`src/alc_pkg.sv`:
```
// Constants and types shared by the ambient light conversion control block.
// Assumes a 50 MHz system clock and a two-wire serial host outside.
package alc_pkg;

   // ****************************************
   // Register map
   // ****************************************
   localparam logic [7:0] ALC_PARAM_OFFSET = 8'h84;
   localparam logic [7:0] ALC_UNMAPPED_RD  = 8'h00;

   // ****************************************
   // Field positions
   // ****************************************
   localparam int ALC_CONT_POS = 7;
   localparam int ALC_RATE_POS = 4;
   localparam int ALC_OFFS_POS = 3;
   localparam int ALC_AVG_POS  = 0;

   // ****************************************
   // Reset values
   // ****************************************
   localparam logic       ALC_CONT_RST = 1'h0;
   localparam logic [2:0] ALC_RATE_RST = 3'h1;
   localparam logic       ALC_OFFS_RST = 1'h1;
   localparam logic [2:0] ALC_AVG_RST  = 3'h5;

   // ****************************************
   // Timing
   // ****************************************
   localparam int ALC_CLOCK_HZ       = 50_000_000;
   localparam int ALC_BASE_TICK_HZ   = 120;
   localparam int ALC_BASE_TICK_CYC  = ALC_CLOCK_HZ / ALC_BASE_TICK_HZ;

   // ****************************************
   // Types
   // ****************************************
   typedef struct packed {
      logic       cont;
      logic [2:0] rate;
      logic       offs;
      logic [2:0] avg;
   } alc_params_t;

   localparam alc_params_t ALC_PARAMS_RST = '{cont: ALC_CONT_RST, rate: ALC_RATE_RST,
                                              offs: ALC_OFFS_RST, avg: ALC_AVG_RST};

   typedef enum logic [2:0] {I_IDLE, I_ADDR, I_PTR, I_WR, I_RD} alc_bus_state_t;
   typedef enum logic [2:0] {M_IDLE, M_WAIT, M_DARK, M_DARK_W, M_CONV, M_CONV_W, M_STORE} alc_meas_state_t;

endpackage

```
`src/alc_ctrl.sv`:
```
// Ambient light parameter register with two-wire serial access and conversion sequencer.
// Assumes command bits come from logic on the same clock and the converter answers on it.
`timescale 1ns/1ps

module alc_ctrl #(
   parameter logic [6:0] DEV_ADDR  = 7'h2A,  // Arbitrary value
   parameter int         TICK_CYC  = alc_pkg::ALC_BASE_TICK_CYC,
   parameter int         ADC_WIDTH = 16
) (
   // Clock and reset
   input  wire logic                 clock,
   input  wire logic                 rst_b,
   // Serial bus pins
   input  wire logic                 scl_in,
   input  wire logic                 sda_in,
   output logic                      sda_out,
   output logic                      sda_oe,
   // Command bits
   input  wire logic                 selftimed_en,
   input  wire logic                 als_en,
   input  wire logic                 ambient_one_shot_request,
   // Converter
   output logic                      adc_start,
   output logic                      adc_dark,
   input  wire logic                 adc_done,
   input  wire logic [ADC_WIDTH-1:0] adc_data,
   // Results
   output logic                      osc_en,
   output logic [ADC_WIDTH-1:0]      ambient_result,
   output logic                      ambient_ready
);

   // Elaboration check: the accumulator and counters are sized for these ranges
   if (ADC_WIDTH < 8 || ADC_WIDTH > 24 || TICK_CYC < 1) begin : g_bad_params
      $error("alc_ctrl: unsupported parameter values");
   end

   localparam int ACC_W = ADC_WIDTH + 7;

   // ****************************************
   // Functions
   // ****************************************
   // Base ticks of 1/120 s per sample for each rate code
   function automatic logic [6:0] rate_ticks(input logic [2:0] code);
      unique case (code)
         3'h0: rate_ticks = 7'h78;
         3'h1: rate_ticks = 7'h3C;
         3'h2: rate_ticks = 7'h28;
         3'h3: rate_ticks = 7'h1E;
         3'h4: rate_ticks = 7'h18;
         3'h5: rate_ticks = 7'h14;
         3'h6: rate_ticks = 7'h0F;
         3'h7: rate_ticks = 7'h0C;
      endcase
   endfunction

   function automatic logic [7:0] pack_params(input alc_pkg::alc_params_t p);
      pack_params = 8'(p);
   endfunction

   // ****************************************
   // Reset and pin synchronisers
   // ****************************************
   logic [1:0] rst_pipe;
   logic       rst_n;
   logic [1:0] scl_pipe;
   logic [1:0] sda_pipe;
   logic       scl_d;
   logic       sda_d;

   always_ff @(posedge clock or negedge rst_b) begin
      if (!rst_b) begin
         rst_pipe <= 2'h0;
      end else begin
         rst_pipe <= {rst_pipe[0], 1'h1};
      end
   end
   assign rst_n = rst_pipe[1];

   always_ff @(posedge clock or negedge rst_n) begin
      if (!rst_n) begin
         scl_pipe <= 2'h3;
         sda_pipe <= 2'h3;
         scl_d    <= 1'h1;
         sda_d    <= 1'h1;
      end else begin
         scl_pipe <= {scl_pipe[0], scl_in};
         sda_pipe <= {sda_pipe[0], sda_in};
         scl_d    <= scl_pipe[1];
         sda_d    <= sda_pipe[1];
      end
   end

   logic scl_rise;
   logic scl_fall;
   logic bus_start;
   logic bus_stop;
   assign scl_rise  = scl_pipe[1] & ~scl_d;
   assign scl_fall  = ~scl_pipe[1] & scl_d;
   assign bus_start = scl_pipe[1] & scl_d & sda_d & ~sda_pipe[1];
   assign bus_stop  = scl_pipe[1] & scl_d & ~sda_d & sda_pipe[1];

   // ****************************************
   // Serial slave and parameter register
   // ****************************************
   alc_pkg::alc_bus_state_t bst, next_bst;
   logic [3:0]              bit_cnt, next_bit_cnt;
   logic [7:0]              shreg, next_shreg;
   logic [7:0]              txreg, next_txreg;
   logic [7:0]              ptr, next_ptr;
   logic                    ack_slot, next_ack_slot;
   logic                    next_sda_oe;
   alc_pkg::alc_params_t    shadow, next_shadow;

   always_comb begin
      next_bst      = bst;
      next_bit_cnt  = bit_cnt;
      next_shreg    = shreg;
      next_txreg    = txreg;
      next_ptr      = ptr;
      next_ack_slot = ack_slot;
      next_sda_oe   = sda_oe;
      next_shadow   = shadow;
      if (bus_start) begin
         next_bst      = alc_pkg::I_ADDR;
         next_bit_cnt  = 4'h0;
         next_ack_slot = 1'h0;
         next_sda_oe   = 1'h0;
      end else if (bus_stop) begin
         next_bst    = alc_pkg::I_IDLE;
         next_sda_oe = 1'h0;
      end else if (bst != alc_pkg::I_IDLE && scl_rise) begin
         if (!ack_slot) begin
            next_shreg   = {shreg[6:0], sda_pipe[1]};
            next_bit_cnt = bit_cnt + 4'h1;
         end else if (bst == alc_pkg::I_RD && sda_pipe[1]) begin
            next_bst = alc_pkg::I_IDLE;  // Master ended the read
         end
      end else if (bst != alc_pkg::I_IDLE && scl_fall) begin
         if (!ack_slot && bit_cnt == 4'h8) begin
            next_ack_slot = 1'h1;
            next_bit_cnt  = 4'h0;
            next_sda_oe   = 1'h1;
            unique case (bst)
               alc_pkg::I_ADDR: begin
                  if (shreg[7:1] == DEV_ADDR) begin
                     next_bst = shreg[0] ? alc_pkg::I_RD : alc_pkg::I_PTR;
                  end else begin
                     next_bst    = alc_pkg::I_IDLE;
                     next_sda_oe = 1'h0;
                  end
               end
               alc_pkg::I_PTR: begin
                  next_ptr = shreg;
                  next_bst = alc_pkg::I_WR;
               end
               alc_pkg::I_WR: begin
                  if (ptr == alc_pkg::ALC_PARAM_OFFSET)
                     next_shadow = alc_pkg::alc_params_t'(shreg);
                  next_ptr = ptr + 8'h01;
               end
               default: next_sda_oe = 1'h0;  // Read: master acknowledges
            endcase
         end else if (ack_slot) begin
            next_ack_slot = 1'h0;
            next_sda_oe   = 1'h0;
            if (bst == alc_pkg::I_RD) begin
               next_txreg  = (ptr == alc_pkg::ALC_PARAM_OFFSET) ? pack_params(shadow)
                                                                 : alc_pkg::ALC_UNMAPPED_RD;
               next_sda_oe = ~next_txreg[7];
               next_ptr    = ptr + 8'h01;
            end
         end else if (bst == alc_pkg::I_RD) begin
            next_sda_oe = ~txreg[3'(7 - bit_cnt)];
         end
      end
   end

   always_ff @(posedge clock or negedge rst_n) begin
      if (!rst_n) begin
         bst      <= alc_pkg::I_IDLE;
         bit_cnt  <= 4'h0;
         shreg    <= 8'h00;
         txreg    <= 8'h00;
         ptr      <= 8'h00;
         ack_slot <= 1'h0;
         sda_oe   <= 1'h0;
         sda_out  <= 1'h0;
         shadow   <= alc_pkg::ALC_PARAMS_RST;
      end else begin
         bst      <= next_bst;
         bit_cnt  <= next_bit_cnt;
         shreg    <= next_shreg;
         txreg    <= next_txreg;
         ptr      <= next_ptr;
         ack_slot <= next_ack_slot;
         sda_oe   <= next_sda_oe;
         sda_out  <= 1'h0;  // Open drain: only ever pulls low
         shadow   <= next_shadow;
      end
   end

   // ****************************************
   // Measurement sequencer
   // ****************************************
   alc_pkg::alc_meas_state_t mst, next_mst;
   alc_pkg::alc_params_t     act, next_act;
   logic [ACC_W-1:0]         acc, next_acc;
   logic [ADC_WIDTH-1:0]     dark, next_dark;
   logic [7:0]               conv_cnt, next_conv_cnt;
   logic [31:0]              tick_cnt, next_tick_cnt;
   logic [6:0]               wait_cnt, next_wait_cnt;
   logic                     one_shot, next_one_shot;
   logic                     next_adc_start, next_adc_dark;
   logic [ADC_WIDTH-1:0]     next_result;
   logic                     next_ready;
   logic                     run_on;
   logic [ADC_WIDTH-1:0]     avg_val;

   assign run_on  = selftimed_en & als_en;
   assign avg_val = ADC_WIDTH'(acc >> act.avg);

   always_comb begin
      next_mst       = mst;
      next_act       = act;
      next_acc       = acc;
      next_dark      = dark;
      next_conv_cnt  = conv_cnt;
      next_tick_cnt  = tick_cnt;
      next_wait_cnt  = wait_cnt;
      next_one_shot  = one_shot;
      next_adc_start = 1'h0;
      next_adc_dark  = adc_dark;
      next_result    = ambient_result;
      next_ready     = 1'h0;
      // Parameters are taken over only while self-timed mode is off
      if (!selftimed_en && mst == alc_pkg::M_IDLE)
         next_act = shadow;
      // Dropping either enable ends a self-timed run at once; no result is stored
      if (!one_shot && !run_on && mst != alc_pkg::M_IDLE)
         next_mst = alc_pkg::M_IDLE;
      else begin
         unique case (mst)
            alc_pkg::M_IDLE: begin
               next_acc      = '0;
               next_conv_cnt = 8'h00;
               if (run_on || (!selftimed_en && ambient_one_shot_request)) begin
                  next_one_shot = ~selftimed_en;
                  next_mst      = act.offs ? alc_pkg::M_DARK : alc_pkg::M_CONV;
               end
            end
            alc_pkg::M_WAIT: begin
               next_acc      = '0;
               next_conv_cnt = 8'h00;
               if (tick_cnt == 32'(TICK_CYC - 1)) begin
                  next_tick_cnt = 32'h0;
                  if (wait_cnt == 7'h01)
                     next_mst = act.offs ? alc_pkg::M_DARK : alc_pkg::M_CONV;
                  next_wait_cnt = wait_cnt - 7'h01;
               end else begin
                  next_tick_cnt = tick_cnt + 32'h1;
               end
            end
            alc_pkg::M_DARK: begin
               next_adc_start = 1'h1;
               next_adc_dark  = 1'h1;
               next_mst       = alc_pkg::M_DARK_W;
            end
            alc_pkg::M_DARK_W: begin
               if (adc_done) begin
                  next_dark = adc_data;
                  next_mst  = alc_pkg::M_CONV;
               end
            end
            alc_pkg::M_CONV: begin
               next_adc_start = 1'h1;
               next_adc_dark  = 1'h0;
               next_mst       = alc_pkg::M_CONV_W;
            end
            alc_pkg::M_CONV_W: begin
               if (adc_done) begin
                  next_acc      = acc + ACC_W'(adc_data);
                  next_conv_cnt = conv_cnt + 8'h01;
                  // 2^n conversions per reading
                  next_mst = (next_conv_cnt == (8'h01 << act.avg)) ? alc_pkg::M_STORE
                                                                  : alc_pkg::M_CONV;
               end
            end
            alc_pkg::M_STORE: begin
               // Saturate at zero: a noisy dark reading may exceed a dim scene
               if (act.offs)
                  next_result = (avg_val > dark) ? avg_val - dark : '0;
               else
                  next_result = avg_val;
               next_ready    = 1'h1;
               next_tick_cnt = 32'h0;
               next_wait_cnt = rate_ticks(act.rate);
               if (one_shot) begin
                  next_one_shot = 1'h0;
                  next_mst      = alc_pkg::M_IDLE;
               end else if (act.cont) begin
                  next_acc      = '0;
                  next_conv_cnt = 8'h00;
                  next_mst      = act.offs ? alc_pkg::M_DARK : alc_pkg::M_CONV;
               end else begin
                  next_mst = alc_pkg::M_WAIT;
               end
            end
         endcase
      end
   end

   always_ff @(posedge clock or negedge rst_n) begin
      if (!rst_n) begin
         mst            <= alc_pkg::M_IDLE;
         act            <= alc_pkg::ALC_PARAMS_RST;
         acc            <= '0;
         dark           <= '0;
         conv_cnt       <= 8'h00;
         tick_cnt       <= 32'h0;
         wait_cnt       <= 7'h00;
         one_shot       <= 1'h0;
         adc_start      <= 1'h0;
         adc_dark       <= 1'h0;
         ambient_result <= '0;
         ambient_ready  <= 1'h0;
         osc_en         <= 1'h0;
      end else begin
         mst            <= next_mst;
         act            <= next_act;
         acc            <= next_acc;
         dark           <= next_dark;
         conv_cnt       <= next_conv_cnt;
         tick_cnt       <= next_tick_cnt;
         wait_cnt       <= next_wait_cnt;
         one_shot       <= next_one_shot;
         adc_start      <= next_adc_start;
         adc_dark       <= next_adc_dark;
         ambient_result <= next_result;
         ambient_ready  <= next_ready;
         osc_en         <= selftimed_en;
      end
   end

endmodule // alc_ctrl

```
`config.mk`:
```
export PLATFORM = sky130hd
export DESIGN_NAME = alc_ctrl
export DESIGN_NICKNAME = d
export VERILOG_FILES = /design/src/alc_pkg.sv /design/src/alc_ctrl.sv
export SDC_FILE = /design/constraint.sdc
export NUM_CORES = 1
export LEC_CHECK = 0
export ABC_AREA = 1
export BUFFER_PORTS_ARGS = -buffer_cell sky130_fd_sc_hd__buf_4
export CORE_MARGIN = 1.5
export CORE_UTILIZATION = 30
export DETAILED_ROUTE_END_ITERATION = 16
export PLACE_DENSITY_LB_ADDON = 0.1
export SLEW_MARGIN = 10
export SYNTH_ARGS = -nofsm -noshare
export SYNTH_HDL_FRONTEND = slang
export SYNTH_SLANG_ARGS = --single-unit
```
`constraint.sdc`:
```
create_clock -name clock -period 5.2 [get_ports clock]
set_input_delay 1.04 -clock clock [delete_from_list [all_inputs] [get_ports clock]]
set_output_delay 1.04 -clock clock [all_outputs]
set_load 0.05 [all_outputs]
```
Yosys cells after proc, flatten, opt, wreduce, memory -nomap -nowiden:

Memory sizes are Yosys's and may differ from the RTL's.
Cells that the tools add are included.

* muxes and demuxes: 70
* bitwise operators: 21
* $lt $le $gt $ge: 2
* equality and inequality tests: 33
* add/subtract/negate cells: 8
* reduce and logical (&&, ||, !) cells: 49
* shift operators: 2
* divide/modulo/power cells: 0
* $mul: 0

Operators with widths (number)
* 23-bit two-way mux: 3
* 23-bit one-hot mux with 3 select lines: 1
* 32-bit one-hot mux with 2 select lines: 1
* 8-bit two-way mux: 7
* 3-bit two-way mux: 18
* 32-bit by 1-bit adder with 32-bit output (second input constant): 1
* 32-bit by 19-bit equality test with 1-bit output (second input constant): 1
* 16-bit two-way mux: 2
* 32-bit two-way mux: 1
* 4-bit two-way mux: 6
* 8-bit one-hot mux with 3 select lines: 1
* 23-bit by 16-bit adder with 23-bit output: 1
* 23-bit by 3-bit >> shifter with 16-bit output: 1
* 3-bit one-hot mux with 7 select lines: 1
* 7-bit AND reduction: 3
* 1-bit two-way mux: 20
* 3-bit inequality test (second input constant): 6
* 3-bit nonzero test: 6
* 8-bit by 1-bit adder with 8-bit output (second input constant): 2
* 16-bit > comparator: 1
* 8-bit one-hot mux with 2 select lines: 1
* 16-bit subtractor: 1
* 3-bit AND reduction: 5
* 5-bit AND reduction: 3
* other kinds (36): 92

* input bits: 24
* logic and storage cells: 218
* memories: 1
* latch bits: 0
* output and inout port bits: 22
* ROM bits: 56
* register bits after elaboration: 167
* bits in writable memories: 0

Memories
* (no name shown): depth 8, width 7, read ports 1, clocked after memory_dff 0, write ports 0, RTL line alc_ctrl.sv:45 `unique case (code)`

Logic depth before layout (Yosys ltp):

* depth in word-level cells: 11
* depth in mapped cells: 23
* gate-level depth less buffers: 22

Worst setup path after synthesis:

Ideal clock, no wire load.

* kind: flip-flop to flip-flop
* start: register act[2] in the netlist's numbering
* end: register ambient_result[12]
* buffers on the path: 3
* cell stages (with the launch flop): 19
* required time: 5078 ps
* library setup time: 122 ps
* clock period less this slack: 2832 ps
* path slack: 2368 ps
* data arrival time: 2710 ps
* cells stage by stage: dfstp_2 clkbuf_1 clkbuf_1 nand2_1 nand2_1 ha_1 inv_1 fa_1 nand3_1 nand2_1 nand2_1 nand3_1 nand2_1 nand2_1 nand2_1 inv_2 buf_2 nand3_1 a21oi_1

* cells in the longest elaborated chain, start to end: 4
* elaborated cells on any way between the ends: 5
* classes of those cells: 1 x add/sub; 1 x order compare; 1 x shift; 2 x mux

RTL lines
* from (decl): RTL line alc_ctrl.sv:207 `alc_pkg::alc_params_t act, next_act;`
* from (signal assigned): RTL line alc_ctrl.sv:316 `act <= alc_pkg::ALC_PARAMS_RST;`
* from (signal assigned): RTL line alc_ctrl.sv:330 `act <= next_act;`
* 23-bit by 3-bit >> shifter with 16-bit output (*): RTL line alc_ctrl.sv:221 `assign avg_val = ADC_WIDTH'(acc >> act.avg);`
* 16-bit subtractor / 16-bit > comparator (equally long branches): RTL line alc_ctrl.sv:292 `next_result = (avg_val > dark) ? avg_val - dark : '0;`
* 16-bit two-way mux: RTL line alc_ctrl.sv:292
* 16-bit two-way mux (*): RTL line alc_ctrl.sv:291 `if (act.offs)`
* to (signal assigned): RTL line alc_ctrl.sv:339 `ambient_result <= next_result;`
* to (decl): RTL line alc_ctrl.sv:29 `output logic [ADC_WIDTH-1:0] ambient_result,`

Mark *: on every way between the ends. The rest lies on a longest branch, timed or not.
A chain may end at the register's enable or synchronous reset.

Final worst setup path:

* start: register act[0] in the netlist's numbering
* end: register ambient_result[1]

The elaborated chain is that of the path after synthesis.

==> flow_summary.json <==
{
  "finalNonFillerCells": 2081,
  "syn_inst": 1573,
  "numClockSinks": 167,
  "reg2reg_from": "act[0]",
  "synth_common_cells": "402 x nand2_1, 170 x inv_1, 170 x nor2_1",
  "switching_power_mw": 2.427,
  "startpoint_type": "flop",
  "io_pins": 46,
  "post_synth_instance_area_mm2": 0.01111,
  "syn_to_final_growth_pct": 11.72,
  "dieArea_mm2": 0.03819,
  "antenna_found_initial": 0,
  "arrival_ns": 3.90,
  "drt_wl_total_um": 32600,
  "cts_root_buffer": "clkbuf_16",
  "yosys_warnings": 0,
  "grt_pass1_wl_um": 54370,
  "r2r_slack_ns": 1.69,
  "tightest_slew_ns": 1.049,
  "synth_ff_type": "dfrtp_1",
  "syn_nets": 1642,
  "routabilityCongestion": 0.8785,
  "numCtsBuffers": 17,
  "ys_top_cells_by_area": "dfrtp_1 34%, nand2_1 14%, inv_1 5.7%, nor2_1 5.7%, o21ai_0 5.6%",
  "hp-class": "input port to asynchronous set/reset pin",
  "yosysSeqAreaShare": 0.3777,
  "viasPerCell": 4.935,
  "grt_overflow": 0,
  "cts-htree-levels": 4,
  "combPwrFrac": 0.434,
  "synth.distinct_cells": 51,
  "async_flop_share": 1.000,
  "die_y_um": 195.4,
  "fin_setup_tns_ns": 0,
  "port_buffers": 44,
  "final_layout_size_suffix_gt1_frac": 0.08184,
  "cts.repair.resized": 0,
  "p_int_mw": 2.906,
  "hpwl_um": 25030,
  "vdd_drop_max_mv": 0.2806,
  "rsz0062_at_grt": "false",
  "die_width_um": 195.4,
  "cp_max_fo": 28,
  "synth_top_area_cell": "dfrtp_1",
  "cts_buffer_depth": 2,
  "crit_type": "flop to flop",
  "clockPowerShare": 0.239,
  "grt_max_degree": 120,
  "ant_nets": 0,
  "dr.pass1.iters": 5,
  "nets": 1669,
  "post_cts_buffers": 0,
  "core_mm2": 0.03652,
  "period_share": 0.6747,
  "slew_violations": 0,
  "grt_pass1_vias": 9981,
  "p_per_area_mw_per_mm2": 429.7,
  "max_freq_ghz": 0.2850,
  "dpl.cell_count": 2049,
  "n_antenna_cell": 0,
  "finalCriticalPeriod_ns": 3.509,
  "outcome": "finished clean",
  "drc_errors": 0,
  "setup-violations-final": 0,
  "clk-insertion-delay-late_ns": 0.46,
  "final_util": 0.3398,
  "wl_per_cell_um": 15.67,
  "yosysMostFrequentCell": "nand2_1",
  "syn_area_per_cell_um2": 7.063,
  "end_kind": "flop",
  "vias": 10270,
  "grt_usage": 0.1789,
  "p_sw_frac": 0.4550,
  "hold_violations": 0,
  "rows": 70,
  "seq_power_share": 0.327,
  "p_leak_nw": 5.758,
  "drt_iter0_drc": 582,
  "tritoncts": "done",
  "dp_worst_setup_slack_ns": 1.691,
  "ys_ff_latch": 167,
  "layout_setup_ws_ns": 1.691,
  "synth_edf_count": 0,
  "r2r_end": "ambient_result[1]",
  "whs_ns": 0.3456,
  "clk_pin_slew_ns": 0.07,
  "slew_headroom": 0.2982,
  "clock_skew_ns": 0.01533,
  "hold_buffers": 0,
  "rr_worst_depth": 17,
  "synth_top_area_frac": 0.3446,
  "maxCapViolCount": 0,
  "start_util": 0.3042,
  "worstPathRequired_ns": 5.59
}
metrics by stage:
| step | instance area [µm²] | power [mW] |
|---|---|---|
| 4_1_cts | 12410 | 5.397 |
| 3_3_place_gp | 11850 | 4.090 |
| 3_5_place_dp | 11850 | 4.087 |
| 5_1_grt | 12410 | 5.772 |
| 2_1_floorplan | 11110 | 3.440 |
| 6_report | 12410 | 5.333 |
worst max-delay path, cell delays in order, from the launching register on:
cell     delay [ns]
dfstp_2        0.79
inv_1          0.27
o21ai_0        0.28
nand2_1        0.07
a32oi_1        0.53
fa_1           0.33
nand3_1        0.09
nand2_1        0.13
nand2_1        0.06
nand3_1        0.15
nand2_1        0.07
nand2_1        0.07
nand2_1        0.07
inv_2          0.23
nand2_1        0.09
nand2_1        0.07
nand2_1        0.05
nand2_1        0.07
power by group through the flow:
stage / clock network [mW] / registers, mW / logic, mW
final: 1.27 / 1.74 / 2.32
after detailed placement: 0 / 1.77 / 2.31
after floorplan: 0 / 1.93 / 1.51
after global placement: 0 / 1.77 / 2.32
after CTS: 1.32 / 1.75 / 2.33
after global routing: 1.38 / 1.78 / 2.61
state kept, by name, indices dropped and copies added (netlist names), 8 cells and up:
| register | cells |
|---|---|
| dark | 16 |
| shreg | 8 |
| ptr | 8 |
| act | 8 |
| acc | 23 |
| txreg | 8 |
| tick_cnt | 32 |
| ambient_result | 16 |
| conv_cnt | 8 |
| shadow | 8 |
area by class of cell:
class                           count  area (µm²)
Tap cell                          468       585.6
Inverter                          189       714.4
Fill cell                        3994       24110
Clock buffer                       18       429.2
Sequential cell                   167        4200
Multi-Input combinational cell   1179        5989
Clock inverter                     14       135.1
Timing Repair Buffer               46       357.8
layout by cell type, fill, tap and decap left out, types with 36 or more instances in the layout:
cell and count:
inv_1 170, nor3_1 37, nand3_1 100, buf_4 45, a21oi_1 104, dfrtp_1 152, nand2_1 402, nor2_1 170
o21ai_0 125, nand4_1 36, ha_1 43
cell families after synthesis:
logic type,Yosys count,share of synthesized area
buffers and inverters,227,0.08312
and+or+nand+nor,795,0.3096
AOI/OAI and AO/OA,298,0.1444
adders and majority gates,45,0.05203
DFF,167,0.3777
muxes,14,0.01273
other,2,0.0006760
xor gates and xnor gates,25,0.01971
routing by layer:
metal | wire length, µm | GRT usage | vias up | part of all wire
met4 | 353 | 0.04163 | 0 | 0.011
met5 | 0 | 0 | - | 0
li1 | - | - | 5256 | -
met2 | 14260 | 0.2749 | 161 | 0.44
met1 | 16890 | 0.2598 | 4826 | 0.52
met3 | 1102 | 0.03126 | 26 | 0.034
how the worst max path moves through the flow:
stage,from,endpoint,cells after the start
after floorplan,rst_pipe[1],acc[0],0
after CTS,act[0],ambient_result[1],17
after detailed placement,act[0],ambient_result[1],17
after global routing,act[0],ambient_result[1],17
final,act[0],ambient_result[1],17
after global placement,act[0],ambient_result[10],15
No activity file was read; power rests on OpenSTA's default activity.
